### config.mk
export PLATFORM = sky130hd
export DESIGN_NAME = scrs_seq
export DESIGN_NICKNAME = d
export VERILOG_FILES = /design/src/rtl/scrs_pkg.sv /design/src/rtl/scrs_div.sv /design/src/rtl/scrs_seq.sv
export SDC_FILE = /design/constraint.sdc
export NUM_CORES = 1
export LEC_CHECK = 0
export BUFFER_PORTS_ARGS = -buffer_cell sky130_fd_sc_hd__buf_2
export CORE_ASPECT_RATIO = 1.1
export CORE_MARGIN = 2
export CORE_UTILIZATION = 45
export DETAILED_ROUTE_END_ITERATION = 12
export GPL_ROUTABILITY_DRIVEN = 0
export GPL_TIMING_DRIVEN = 0
export PLACE_DENSITY_LB_ADDON = 0.15
export SLEW_MARGIN = 20
export SYNTH_ARGS = -nofsm -noshare
export SYNTH_HDL_FRONTEND = slang
export SYNTH_SLANG_ARGS = --single-unit
### constraint.sdc
create_clock -name clk -period 2.74 [get_ports clk]
set_clock_uncertainty 0.15 [all_clocks]
set_input_delay 0.274 -clock clk [delete_from_list [all_inputs] [get_ports clk]]
set_output_delay 0.274 -clock clk [all_outputs]
set_load 0.03 [all_outputs]
### src/rtl/scrs_pkg.sv
/*
  Constants and carrier types for the calibration register sequencer.
  Assumes a single 25 MHz system clock and active-low async reset.
*/
package scrs_pkg;
  // ****************************************************************
  // Word layout
  // ****************************************************************
  localparam int WORD_W = 32;
  localparam int SEL_W = 4;
  localparam logic [3:0] SEL_R0 = 4'h0;
  localparam logic [3:0] SEL_R1 = 4'h1;
  localparam logic [3:0] SEL_R2 = 4'h2;
  localparam logic [3:0] SEL_R8 = 4'h8;
  localparam logic [3:0] SEL_CALIB = 4'h9;
  localparam logic [3:0] SEL_TEMP = 4'hA;
  localparam logic [3:0] SEL_HOLD = 4'hB;
  localparam logic [3:0] SEL_RESYNC = 4'hC;
  localparam logic [3:0] SEL_AUX = 4'hD;
  localparam logic [31:0] FIXED_WORD = 32'h15596568;
  // ****************************************************************
  // Field positions
  // ****************************************************************
  localparam int BAND_DIV_LSB = 24;
  localparam int TIMEOUT_LSB = 14;
  localparam int ALC_LSB = 9;
  localparam int SETTLE_LSB = 4;
  localparam int ADC_DIV_LSB = 6;
  localparam int CONV_ON_WR_BIT = 5;
  localparam int ADC_PWR_BIT = 4;
  localparam int HOLD_BIT = 24;
  localparam int RESYNC_LSB = 12;
  localparam int AUX_FRAC_LSB = 18;
  localparam int AUX_MOD_LSB = 4;
  localparam int AUX_SHIFT = 14;
  localparam int PART_W = 14;
  localparam int AUX_W = 28;
  // ****************************************************************
  // Timing
  // ****************************************************************
  localparam int ADC_WAIT_CYC = 16;
  localparam logic [31:0] WORD_RST = 32'h00000000;
  // ****************************************************************
  // Carriers
  // ****************************************************************
  typedef struct packed {
    logic [7:0] band_division_value;
    logic [9:0] band_select_timeout;
    logic [4:0] level_cal_wait;
    logic [4:0] lock_settle_timeout;
  } scrs_calib_t;
  typedef struct packed {
    logic [27:0] aux_fraction;
    logic [27:0] aux_modulus;
    logic [23:0] main_fraction;
    logic [27:0] main_integer;
  } scrs_freq_t;
endpackage

### src/rtl/scrs_div.sv
/*
  Programmable divider producing one-cycle enable pulses.
  Assumes the source enable is on the same clock; divide 0 acts as 1.
*/
`timescale 1ns/100ps
module scrs_div #(
  parameter int W = 8
) (
  // Clock and reset
  input wire logic clk,
  input wire logic rst_n,
  // Control
  input wire logic src_en,
  input wire logic [W-1:0] div,
  // Result
  output logic tick
);
  if (W < 1) begin : g_bad_width
    $error("scrs_div width must be positive");
  end
  logic [W-1:0] cnt_r;
  wire last = (cnt_r + W'(1) >= div);
  always_ff @(posedge clk or negedge rst_n) begin
    if (!rst_n) begin
      cnt_r <= '0;
      tick <= 1'b0;
    end else begin
      tick <= src_en && last;
      if (src_en) cnt_r <= last ? '0 : cnt_r + W'(1);
    end
  end
endmodule

### src/rtl/scrs_seq.sv
/*
  Serial word receiver and configuration registers 9..13 with
  frequency apply on register 0, converter clock and wait counter.
  Assumes a three-wire host (data, clock, load) slower than clk and a
  PFD reference pulse supplied as an input pin.
*/
`timescale 1ns/100ps
module scrs_seq (
  // Clock and reset
  input wire logic clk,
  input wire logic rst_n,
  // Serial programming pins
  input wire logic ser_clk,
  input wire logic ser_data,
  input wire logic ser_load,
  // Reference and analog-side events
  input wire logic pfd_ref,
  input wire logic counter_reset,
  // Configuration outputs
  output scrs_pkg::scrs_calib_t calib,
  output logic [7:0] adc_clk_div,
  output logic adc_power_on,
  output logic adc_tick,
  output logic adc_start,
  output logic adc_ready,
  output logic vco_band_hold,
  output logic vco_state_reset,
  output logic [19:0] resync_count,
  output scrs_pkg::scrs_freq_t freq,
  output logic freq_update,
  output logic fixed_word_bad
);
  // ****************************************************************
  // Pin synchronisers
  // ****************************************************************
  logic [2:0] sck_s, sdi_s, sle_s, ref_s;
  always_ff @(posedge clk or negedge rst_n) begin
    if (!rst_n) begin
      sck_s <= 3'h0;
      sdi_s <= 3'h0;
      sle_s <= 3'h0;
      ref_s <= 3'h0;
    end else begin
      sck_s <= {sck_s[1:0], ser_clk};
      sdi_s <= {sdi_s[1:0], ser_data};
      sle_s <= {sle_s[1:0], ser_load};
      ref_s <= {ref_s[1:0], pfd_ref};
    end
  end
  logic sck_q, sle_q, ref_q;
  always_ff @(posedge clk or negedge rst_n) begin
    if (!rst_n) begin
      sck_q <= 1'b0;
      sle_q <= 1'b0;
      ref_q <= 1'b0;
    end else begin
      if (sck_s[1] == sck_s[2]) sck_q <= sck_s[2];
      if (sle_s[1] == sle_s[2]) sle_q <= sle_s[2];
      if (ref_s[1] == ref_s[2]) ref_q <= ref_s[2];
    end
  end
  wire sck_rise = (sck_s[1] == sck_s[2]) && sck_s[2] && !sck_q;
  wire sle_rise = (sle_s[1] == sle_s[2]) && sle_s[2] && !sle_q;
  wire ref_rise = (ref_s[1] == ref_s[2]) && ref_s[2] && !ref_q;
  // ****************************************************************
  // Shift register, MSB first
  // ****************************************************************
  logic [31:0] shift_r;
  always_ff @(posedge clk or negedge rst_n) begin
    if (!rst_n) shift_r <= scrs_pkg::WORD_RST;
    else if (sck_rise) shift_r <= {shift_r[30:0], sdi_s[2]};
  end
  wire [3:0] register_select_bits = shift_r[3:0];
  wire wr_calib = sle_rise && (register_select_bits == scrs_pkg::SEL_CALIB);
  wire wr_temp = sle_rise && (register_select_bits == scrs_pkg::SEL_TEMP);
  wire wr_hold = sle_rise && (register_select_bits == scrs_pkg::SEL_HOLD);
  wire wr_resync = sle_rise && (register_select_bits == scrs_pkg::SEL_RESYNC);
  wire wr_aux = sle_rise && (register_select_bits == scrs_pkg::SEL_AUX);
  wire wr_r8 = sle_rise && (register_select_bits == scrs_pkg::SEL_R8);
  wire wr_r2 = sle_rise && (register_select_bits == scrs_pkg::SEL_R2);
  wire wr_r1 = sle_rise && (register_select_bits == scrs_pkg::SEL_R1);
  wire wr_r0 = sle_rise && (register_select_bits == scrs_pkg::SEL_R0);
  // ****************************************************************
  // Configuration registers
  // ****************************************************************
  logic [31:0] calib_timing_config_r, temp_converter_config_r, vco_hold_config_r;
  logic [31:0] phase_resync_config_r, aux_fraction_upper_r, low2_r, low1_r;
  logic [31:0] pend_r0_r;
  always_ff @(posedge clk or negedge rst_n) begin
    if (!rst_n) begin
      calib_timing_config_r <= scrs_pkg::WORD_RST;
      temp_converter_config_r <= scrs_pkg::WORD_RST;
      vco_hold_config_r <= scrs_pkg::WORD_RST;
      phase_resync_config_r <= scrs_pkg::WORD_RST;
      aux_fraction_upper_r <= scrs_pkg::WORD_RST;
      low2_r <= scrs_pkg::WORD_RST;
      low1_r <= scrs_pkg::WORD_RST;
      pend_r0_r <= scrs_pkg::WORD_RST;
      fixed_word_bad <= 1'b0;
    end else begin
      if (wr_calib) calib_timing_config_r <= shift_r;
      if (wr_temp) temp_converter_config_r <= shift_r;
      if (wr_hold) vco_hold_config_r <= shift_r;
      if (wr_resync) phase_resync_config_r <= shift_r;
      if (wr_aux) aux_fraction_upper_r <= shift_r;
      if (wr_r2) low2_r <= shift_r;
      if (wr_r1) low1_r <= shift_r;
      if (wr_r0) pend_r0_r <= shift_r;
      if (wr_r8) fixed_word_bad <= (shift_r != scrs_pkg::FIXED_WORD);
    end
  end
  // ****************************************************************
  // Field decode
  // ****************************************************************
  assign calib.band_division_value = calib_timing_config_r[scrs_pkg::BAND_DIV_LSB +: 8];
  assign calib.band_select_timeout = calib_timing_config_r[scrs_pkg::TIMEOUT_LSB +: 10];
  assign calib.level_cal_wait = calib_timing_config_r[scrs_pkg::ALC_LSB +: 5];
  assign calib.lock_settle_timeout = calib_timing_config_r[scrs_pkg::SETTLE_LSB +: 5];
  assign adc_clk_div = temp_converter_config_r[scrs_pkg::ADC_DIV_LSB +: 8];
  wire convert_on_write = temp_converter_config_r[scrs_pkg::CONV_ON_WR_BIT];
  assign adc_power_on = temp_converter_config_r[scrs_pkg::ADC_PWR_BIT];
  assign vco_band_hold = vco_hold_config_r[scrs_pkg::HOLD_BIT];
  assign resync_count = phase_resync_config_r[scrs_pkg::RESYNC_LSB +: 20];
  assign vco_state_reset = counter_reset && !vco_band_hold;
  // ****************************************************************
  // Converter clock and measurement start
  // ****************************************************************
  scrs_div #(.W(8)) u_adc_div (
    .clk(clk),
    .rst_n(rst_n),
    .src_en(ref_rise),
    .div(adc_clk_div),
    .tick(adc_tick)
  );
  logic start_pend_r;
  always_ff @(posedge clk or negedge rst_n) begin
    if (!rst_n) begin
      adc_start <= 1'b0;
      start_pend_r <= 1'b0;
    end else begin
      adc_start <= 1'b0;
      if (wr_temp) start_pend_r <= shift_r[scrs_pkg::CONV_ON_WR_BIT];
      else if (start_pend_r && adc_tick && adc_power_on) begin
        adc_start <= 1'b1;
        start_pend_r <= 1'b0;
      end
    end
  end
  // Status: converter clocks seen since last register 10 write
  logic [4:0] adc_cnt_r;
  always_ff @(posedge clk or negedge rst_n) begin
    if (!rst_n) adc_cnt_r <= 5'h00;
    else if (wr_temp) adc_cnt_r <= 5'h00;
    else if (adc_tick && adc_cnt_r <= 5'(scrs_pkg::ADC_WAIT_CYC)) adc_cnt_r <= adc_cnt_r + 5'h01;
  end
  assign adc_ready = (adc_cnt_r > 5'(scrs_pkg::ADC_WAIT_CYC));
  // ****************************************************************
  // Frequency apply on register 0
  // ****************************************************************
  always_ff @(posedge clk or negedge rst_n) begin
    if (!rst_n) begin
      freq <= '0;
      freq_update <= 1'b0;
    end else begin
      freq_update <= wr_r0;
      if (wr_r0) begin
        freq.aux_fraction <= (28'(aux_fraction_upper_r[scrs_pkg::AUX_FRAC_LSB +: 14])
          << scrs_pkg::AUX_SHIFT) + 28'(low2_r[scrs_pkg::AUX_FRAC_LSB +: 14]);
        freq.aux_modulus <= (28'(aux_fraction_upper_r[scrs_pkg::AUX_MOD_LSB +: 14])
          << scrs_pkg::AUX_SHIFT) + 28'(low2_r[scrs_pkg::AUX_MOD_LSB +: 14]);
        freq.main_fraction <= low1_r[27:4];
        freq.main_integer <= 28'(shift_r[31:4]);
      end
    end
  end
  // ****************************************************************
  // Assertions
  // ****************************************************************
  a_load_calib: assert property (@(posedge clk) disable iff (!rst_n)
    wr_calib |=> calib_timing_config_r == $past(shift_r))
    else $error("register 9 not loaded");
  a_load_aux: assert property (@(posedge clk) disable iff (!rst_n)
    wr_aux |=> aux_fraction_upper_r == $past(shift_r))
    else $error("register 13 not loaded");
  a_freq_only_r0: assert property (@(posedge clk) disable iff (!rst_n)
    !wr_r0 |=> $stable(freq))
    else $error("frequency changed without register 0");
  a_keep_other: assert property (@(posedge clk) disable iff (!rst_n)
    (sle_rise && !wr_hold) |=> $stable(vco_hold_config_r))
    else $error("unselected register changed");
  a_hold_blocks: assert property (@(posedge clk) disable iff (!rst_n)
    vco_band_hold |-> !vco_state_reset)
    else $error("VCO reset despite hold");
  a_start_power: assert property (@(posedge clk) disable iff (!rst_n)
    adc_start |-> adc_power_on && convert_on_write && $past(adc_tick))
    else $error("measurement start without clock or power");
  a_ready_clear: assert property (@(posedge clk) disable iff (!rst_n)
    wr_temp |=> !adc_ready)
    else $error("ready not cleared by register 10 write");
  a_fixed_flag: assert property (@(posedge clk) disable iff (!rst_n)
    (wr_r8 && shift_r == scrs_pkg::FIXED_WORD) |=> !fixed_word_bad)
    else $error("fixed word flagged wrongly");
endmodule

== Word-level counts from Yosys, hierarchy flattened ==
Cells that the tools add are included.

* Register bits: 368
* Bits in latches: 0
* Bits in writable memories: 0
* ROM bits: 0
* Bits of input ports: 7
* Output and inout port bits: 172
* Word-level logic and storage cells: 79
* Memories kept: 0

* Add/subtract/negate cells: 4
* Multipliers: 0
* Divide/modulo/power cells: 0
* $lt $le $gt $ge: 3
* Equality and inequality tests: 12
* Shift operators: 0
* Muxes and demuxes: 7
* Bitwise gates (word level): 0
* Reductions and logical operators: 27

{| class="wikitable"
|+ Operators by type and width
! operator !! number
|-
| adder 28 x 14 -> 28 bit || 2
|-
| inequality test 32 x 29 -> 1 bit (second input constant) || 1
|-
| == test 4 bit (second input constant) || 6
|-
| logical AND 1 bit || 20
|-
| 2-to-1 mux 5 bit || 2
|-
| adder 8 x 1 -> 8 bit (second input constant) || 1
|-
| greater-or-equal comparator 8 bit || 1
|-
| 2-to-1 mux 8 bit || 1
|-
| adder 5 x 1 -> 5 bit (second input constant) || 1
|-
| > comparator 5 bit (second input constant) || 1
|-
| <= comparator 5 bit (second input constant) || 1
|-
| == test 4 x 1 -> 1 bit (second input constant) || 1
|-
| == test 4 x 2 -> 1 bit (second input constant) || 1
|-
| zero test 1 bit || 4
|-
| zero test 4 bit || 1
|-
| 2-to-1 mux 1 bit || 4
|-
| nonzero test 2 bit || 2
|-
| == test 1 bit || 3
|}

== Depth between registers and ports, before layout ==
* Word-level depth: 5
* Gate-level depth with buffers: 10
* Mapped depth without buffers: 10

== By module ==
A second synthesis with hierarchy kept.

* Cell total of the unflattened synthesis: 768
* Area total of the unflattened synthesis: 12039.0 um^2

{| class="wikitable"
|+ By module, submodules not included
! module !! instances !! cells each !! area each (um^2) !! sequential area each (um^2)
|-
| scrs_seq || 1 || 694 || 11345.9 || 7557.2
|-
| scrs_div || 1 || 74 || 693.2 || 225.2
|}

== Worst setup path after synthesis ==
Ideal clock, no wire load.

* Path kind: reg-to-reg
* From: register u_adc_div.cnt_r[0]
* To: register u_adc_div.cnt_r[3]
* Setup time: 128 ps
* Data arrival time: 2000 ps
* Required time: 2462 ps
* Setup slack: 461 ps
* Cell stages (with the launch flop): 10
* Buffers on the path: 1
* Clock period less this slack: 2279 ps
* Cells stage by stage: dfrtp_1 > ha_1 > xor2_1 > ha_1 > and3_1 > o21ai_0 > a311o_1 > buf_2 > a31oi_1 > o22ai_1

* Longest elaborated chain between the ends: 3

{| class="wikitable"
|+ RTL lines
! item !! line !! text
|-
| start: declaration || scrs_div.sv:21 || <nowiki>logic [W-1:0] cnt_r;</nowiki>
|-
| start signal: assignment || scrs_div.sv:29 || <nowiki>if (src_en) cnt_r <= last ? '0 : cnt_r + W'(1);</nowiki>
|-
| adder 8 x 1 -> 8 bit (*) || scrs_div.sv:22, scrs_div.sv:29 ||
|-
| greater-or-equal comparator 8 bit || scrs_div.sv:22 || <nowiki>wire last = (cnt_r + W'(1) >= div);</nowiki>
|-
| 2-to-1 mux 8 bit (*) || scrs_div.sv:29 ||
|}

Mark *: on every way between the ends. The rest lies on a longest branch, timed or not.
A chain may end at the register's enable or synchronous reset.

== Final worst setup path ==
* From: register u_adc_div.cnt_r[2]
* To: register u_adc_div.cnt_r[0]

* Longest elaborated chain between the ends: 3

{| class="wikitable"
|+ RTL lines
! item !! line
|-
| adder 8 x 1 -> 8 bit || scrs_div.sv:22
|-
| greater-or-equal comparator 8 bit || scrs_div.sv:22
|-
| 2-to-1 mux 8 bit || scrs_div.sv:29
|}

Every way passes these cells.

==> metrics.md <==
| Metric | Value |
|---|---|
| Post-Syn Area per Cell | `15.58 sq um` |
| Synth area leader | `dfrtp_1` |
| Top cells by area, synth | `dfrtp_1, mux2_2, ha_1, mux2_1, nand2_1` |
| Share of the synthesized area in the top cell type | `0.6478` |
| Die Area | `28020 sq um` |
| Reg2Reg Depth | `10` |
| GRT Total Usage | `0.1914` |
| DRC Markers | `0` |
| Pleak | `7.978 nW` |
| Mapped Cells | `771` |
| Register area share after synthesis | `0.6478` |
| DRT antenna net count | `0` |
| Setup TNS | `0 ns` |
| WL/cell | `19.13 microns` |
| TritonCTS clock tree | `done` |
| Synth async-reset ratio | `1.000` |
| Max Fclk | `406.6 MHz` |
| Via density | `5.067` |
| Hold WS | `0.1110 ns` |
| RSZ-0062 raised after global routing | `no` |
| Die width | `159.8 microns` |
| Port Buffers | `178` |
| CP max FO | `9` |
| First-pass GRT wire length | `42.03 mm` |
| Maximum VDD drop | `489.1 uV` |
| I/O pins | `179` |
| CTS max path bufs | `3` |
| P per Cell Area | `719.4 nW/um^2` |
| MaxCap Viol Count | `0` |
| RR Endpoint | `u_adc_div.cnt_r[0]$_DFFE_PN0P_` |
| Least-Margin Pin Slew | `0.6049 ns` |
| Synth warn | `0` |
| Core outline area | `26220 sq um` |
| Most frequent cells in the layout | `dfrtp_1, mux2_2, buf_2, clkbuf_16, nand2_1` |
| Post-synth EDFFs | `0` |
| Synth Cell Area | `12010 sq um` |
| Min cycle time layout | `2.459 ns` |
| Root Buffer | `clkbuf_16` |
| DPL Wire Length | `17.16 mm` |
| Ys flop type | `dfrtp_1` |
| Worst EP arrival | `2.73 ns` |
| Outcome | `finished clean` |
| Die height | `175.4 microns` |
| Worst setup EP type | `register` |
| Routed WL | `26.15 mm` |
| Final setup violation count | `0` |
| Final max-slew violation count | `0` |
| Clk_lat worst skew | `0.51 ns` |
| Final nets | `1015` |
| Slew HR | `0.5967` |
| Commonest non-fill, non-tap cell in the layout | `dfrtp_1` |
| Gr ovfl total | `0` |
| Period utilization | `0.8976` |
| Initial core utilization | `0.4582` |
| Cell Rows | `62` |
| Pre-Repair DR Iteration Count | `4` |
| RR Startpoint | `u_adc_div.cnt_r[2]$_DFFE_PN0P_` |
| Diodes inserted | `0` |
| Finished Core Util | `0.5582` |
| FF+latch count, synth | `311` |
| Library cells used by synthesis | `48` |
| Vias | `6926` |
| Share of post-route cells with drive strength above 1 | `0.5212` |
| Syn nets | `792` |
| CP Launch Type | `register` |
| Worst R2R Setup Slack | `0.28 ns` |
| CP Class | `register to register` |
| Clk pin slew, worst setup/hold paths | `0.06 ns` |
| Worst path required time | `3.01 ns` |
| Area Growth Syn to Fin | `21.84%` |
| Worst hold path class | `primary input to asynchronous set/reset pin` |
| Antenna violations before repair | `0` |
| Vias in the first global route | `7312` |
| Final hold violation count | `0` |
| Crit. Startpoint | `u_adc_div.cnt_r[2]$_DFFE_PN0P_` |
| Pin count of the biggest net entering global routing | `100` |
| Max H-tree Level | `2` |
| 1st-iter DRT viols | `347` |
| Tot Pwr | `10.53 mW` |
| Num CTS Buffers | `34` |
| Clk sinks | `311` |
## repair_timing
action,4_1_cts,5_1_grt
buffers inserted,0,1
setup endpoints to repair,0,9
endpoints found under the hold margin,120,0
hold buffers,5,0
gates resized for setup,0,2
## report_power, final
| group | internal (mW) | leakage (nW) | switching, mW |
|---|---|---|---|
| logic | 0.355 | 3.13 | 0.553 |
| clock network | 2.81 | 0.558 | 1.77 |
| registers | 4.81 | 4.29 | 0.232 |
| total | 7.97 | 7.98 | 2.55 |
## cells by family (layout without fill, tap and decap cells)
| kind of cell | after synthesis | in the layout | share of synthesized area |
|---|---|---|---|
| xor gates and xnor gates | 9 | 9 | 0.006561 |
| AOI/OAI and AO/OA | 26 | 26 | 0.01343 |
| muxes | 273 | 273 | 0.2558 |
| and+or+nand+nor | 88 | 88 | 0.04083 |
| buffers and inverters | 50 | 294 | 0.02094 |
| DFF | 311 | 311 | 0.6478 |
| adders and majority gates | 14 | 14 | 0.01458 |
## cell type report
| class | instances | area, sq um |
|---|---|---|
| Buffer | 37 | 202.7 |
| Timing Repair Buffer | 187 | 1041 |
| Fill cell | 2229 | 11580 |
| Multi-Input combinational cell | 410 | 3991 |
| Tap cell | 352 | 440.4 |
| Inverter | 13 | 48.80 |
| Sequential cell | 311 | 7782 |
| Clock buffer | 54 | 1090 |
| Clock inverter | 3 | 40.04 |
## flip-flops by register name, summed over array words and instances (netlist names), 5 cells and up
name and cells:
low1_r 24, adc_cnt_r 5, shift_r 32, freq 108, calib_timing_config_r 28, aux_fraction_upper_r 28
temp_converter_config_r 9, low2_r 28, phase_resync_config_r 20, u_adc_div.cnt_r 8
## stage by stage
step	instances	area (sq um)	worst slack [ns]
after global routing	1367	14640	0.04285
after CTS	1366	14620	0.02379
after global placement	1301	13340	-4.750
final	1367	14640	0.2806
after floorplan	771	12010	0.4615
after detailed placement	1304	13440	0.05938
## how the worst max path moves through the flow
stage / to / slack, ns / cells past startpoint
2_1_floorplan: u_adc_div.cnt_r[3]$_DFFE_PN0P_ / 0.46 / 9
3_3_place_gp: freq[104]$_DFFE_PN0P_ / -4.75 / 1
3_5_place_dp: u_adc_div.cnt_r[3]$_DFFE_PN0P_ / 0.06 / 9
4_1_cts: u_adc_div.cnt_r[0]$_DFFE_PN0P_ / 0.02 / 9
5_1_grt: u_adc_div.cnt_r[0]$_DFFE_PN0P_ / 0.04 / 10
6_report: u_adc_div.cnt_r[0]$_DFFE_PN0P_ / 0.28 / 10
## worst max-delay path, cell delays in order, from the launching register on
cell and delay [ns]:
dfrtp_1 0.46, nand3_2 0.16, nor3_1 0.23, xor2_1 0.24, ha_1 0.31, nand2_1 0.11
nor2_1 0.07, a211oi_4 0.20, buf_4 0.19, nand2_1 0.08, o21ai_0 0.16
## layer usage
layer | wire length (microns) | GRT usage | vias to the layer above
met3 | 1456 | 0.04935 | 36
li1 | - | - | 3159
met4 | 410 | 0.04805 | 0
met2 | 12600 | 0.3164 | 147
met5 | 0 | 0 | -
met1 | 11690 | 0.2546 | 3584
## synth_stat cells, types with 4 or more instances
master / instances
mux2_2: 257
nand2_1: 33
buf_2: 24
clkbuf_1: 7
xnor2_1: 4
nand3_1: 10
o21ai_0: 13
dfrtp_1: 311
buf_6: 4
inv_1: 13
mux2_1: 15
nor2_1: 9
ha_1: 14
xor2_1: 5
nor2b_1: 5
(Power assumes the default switching activity.)
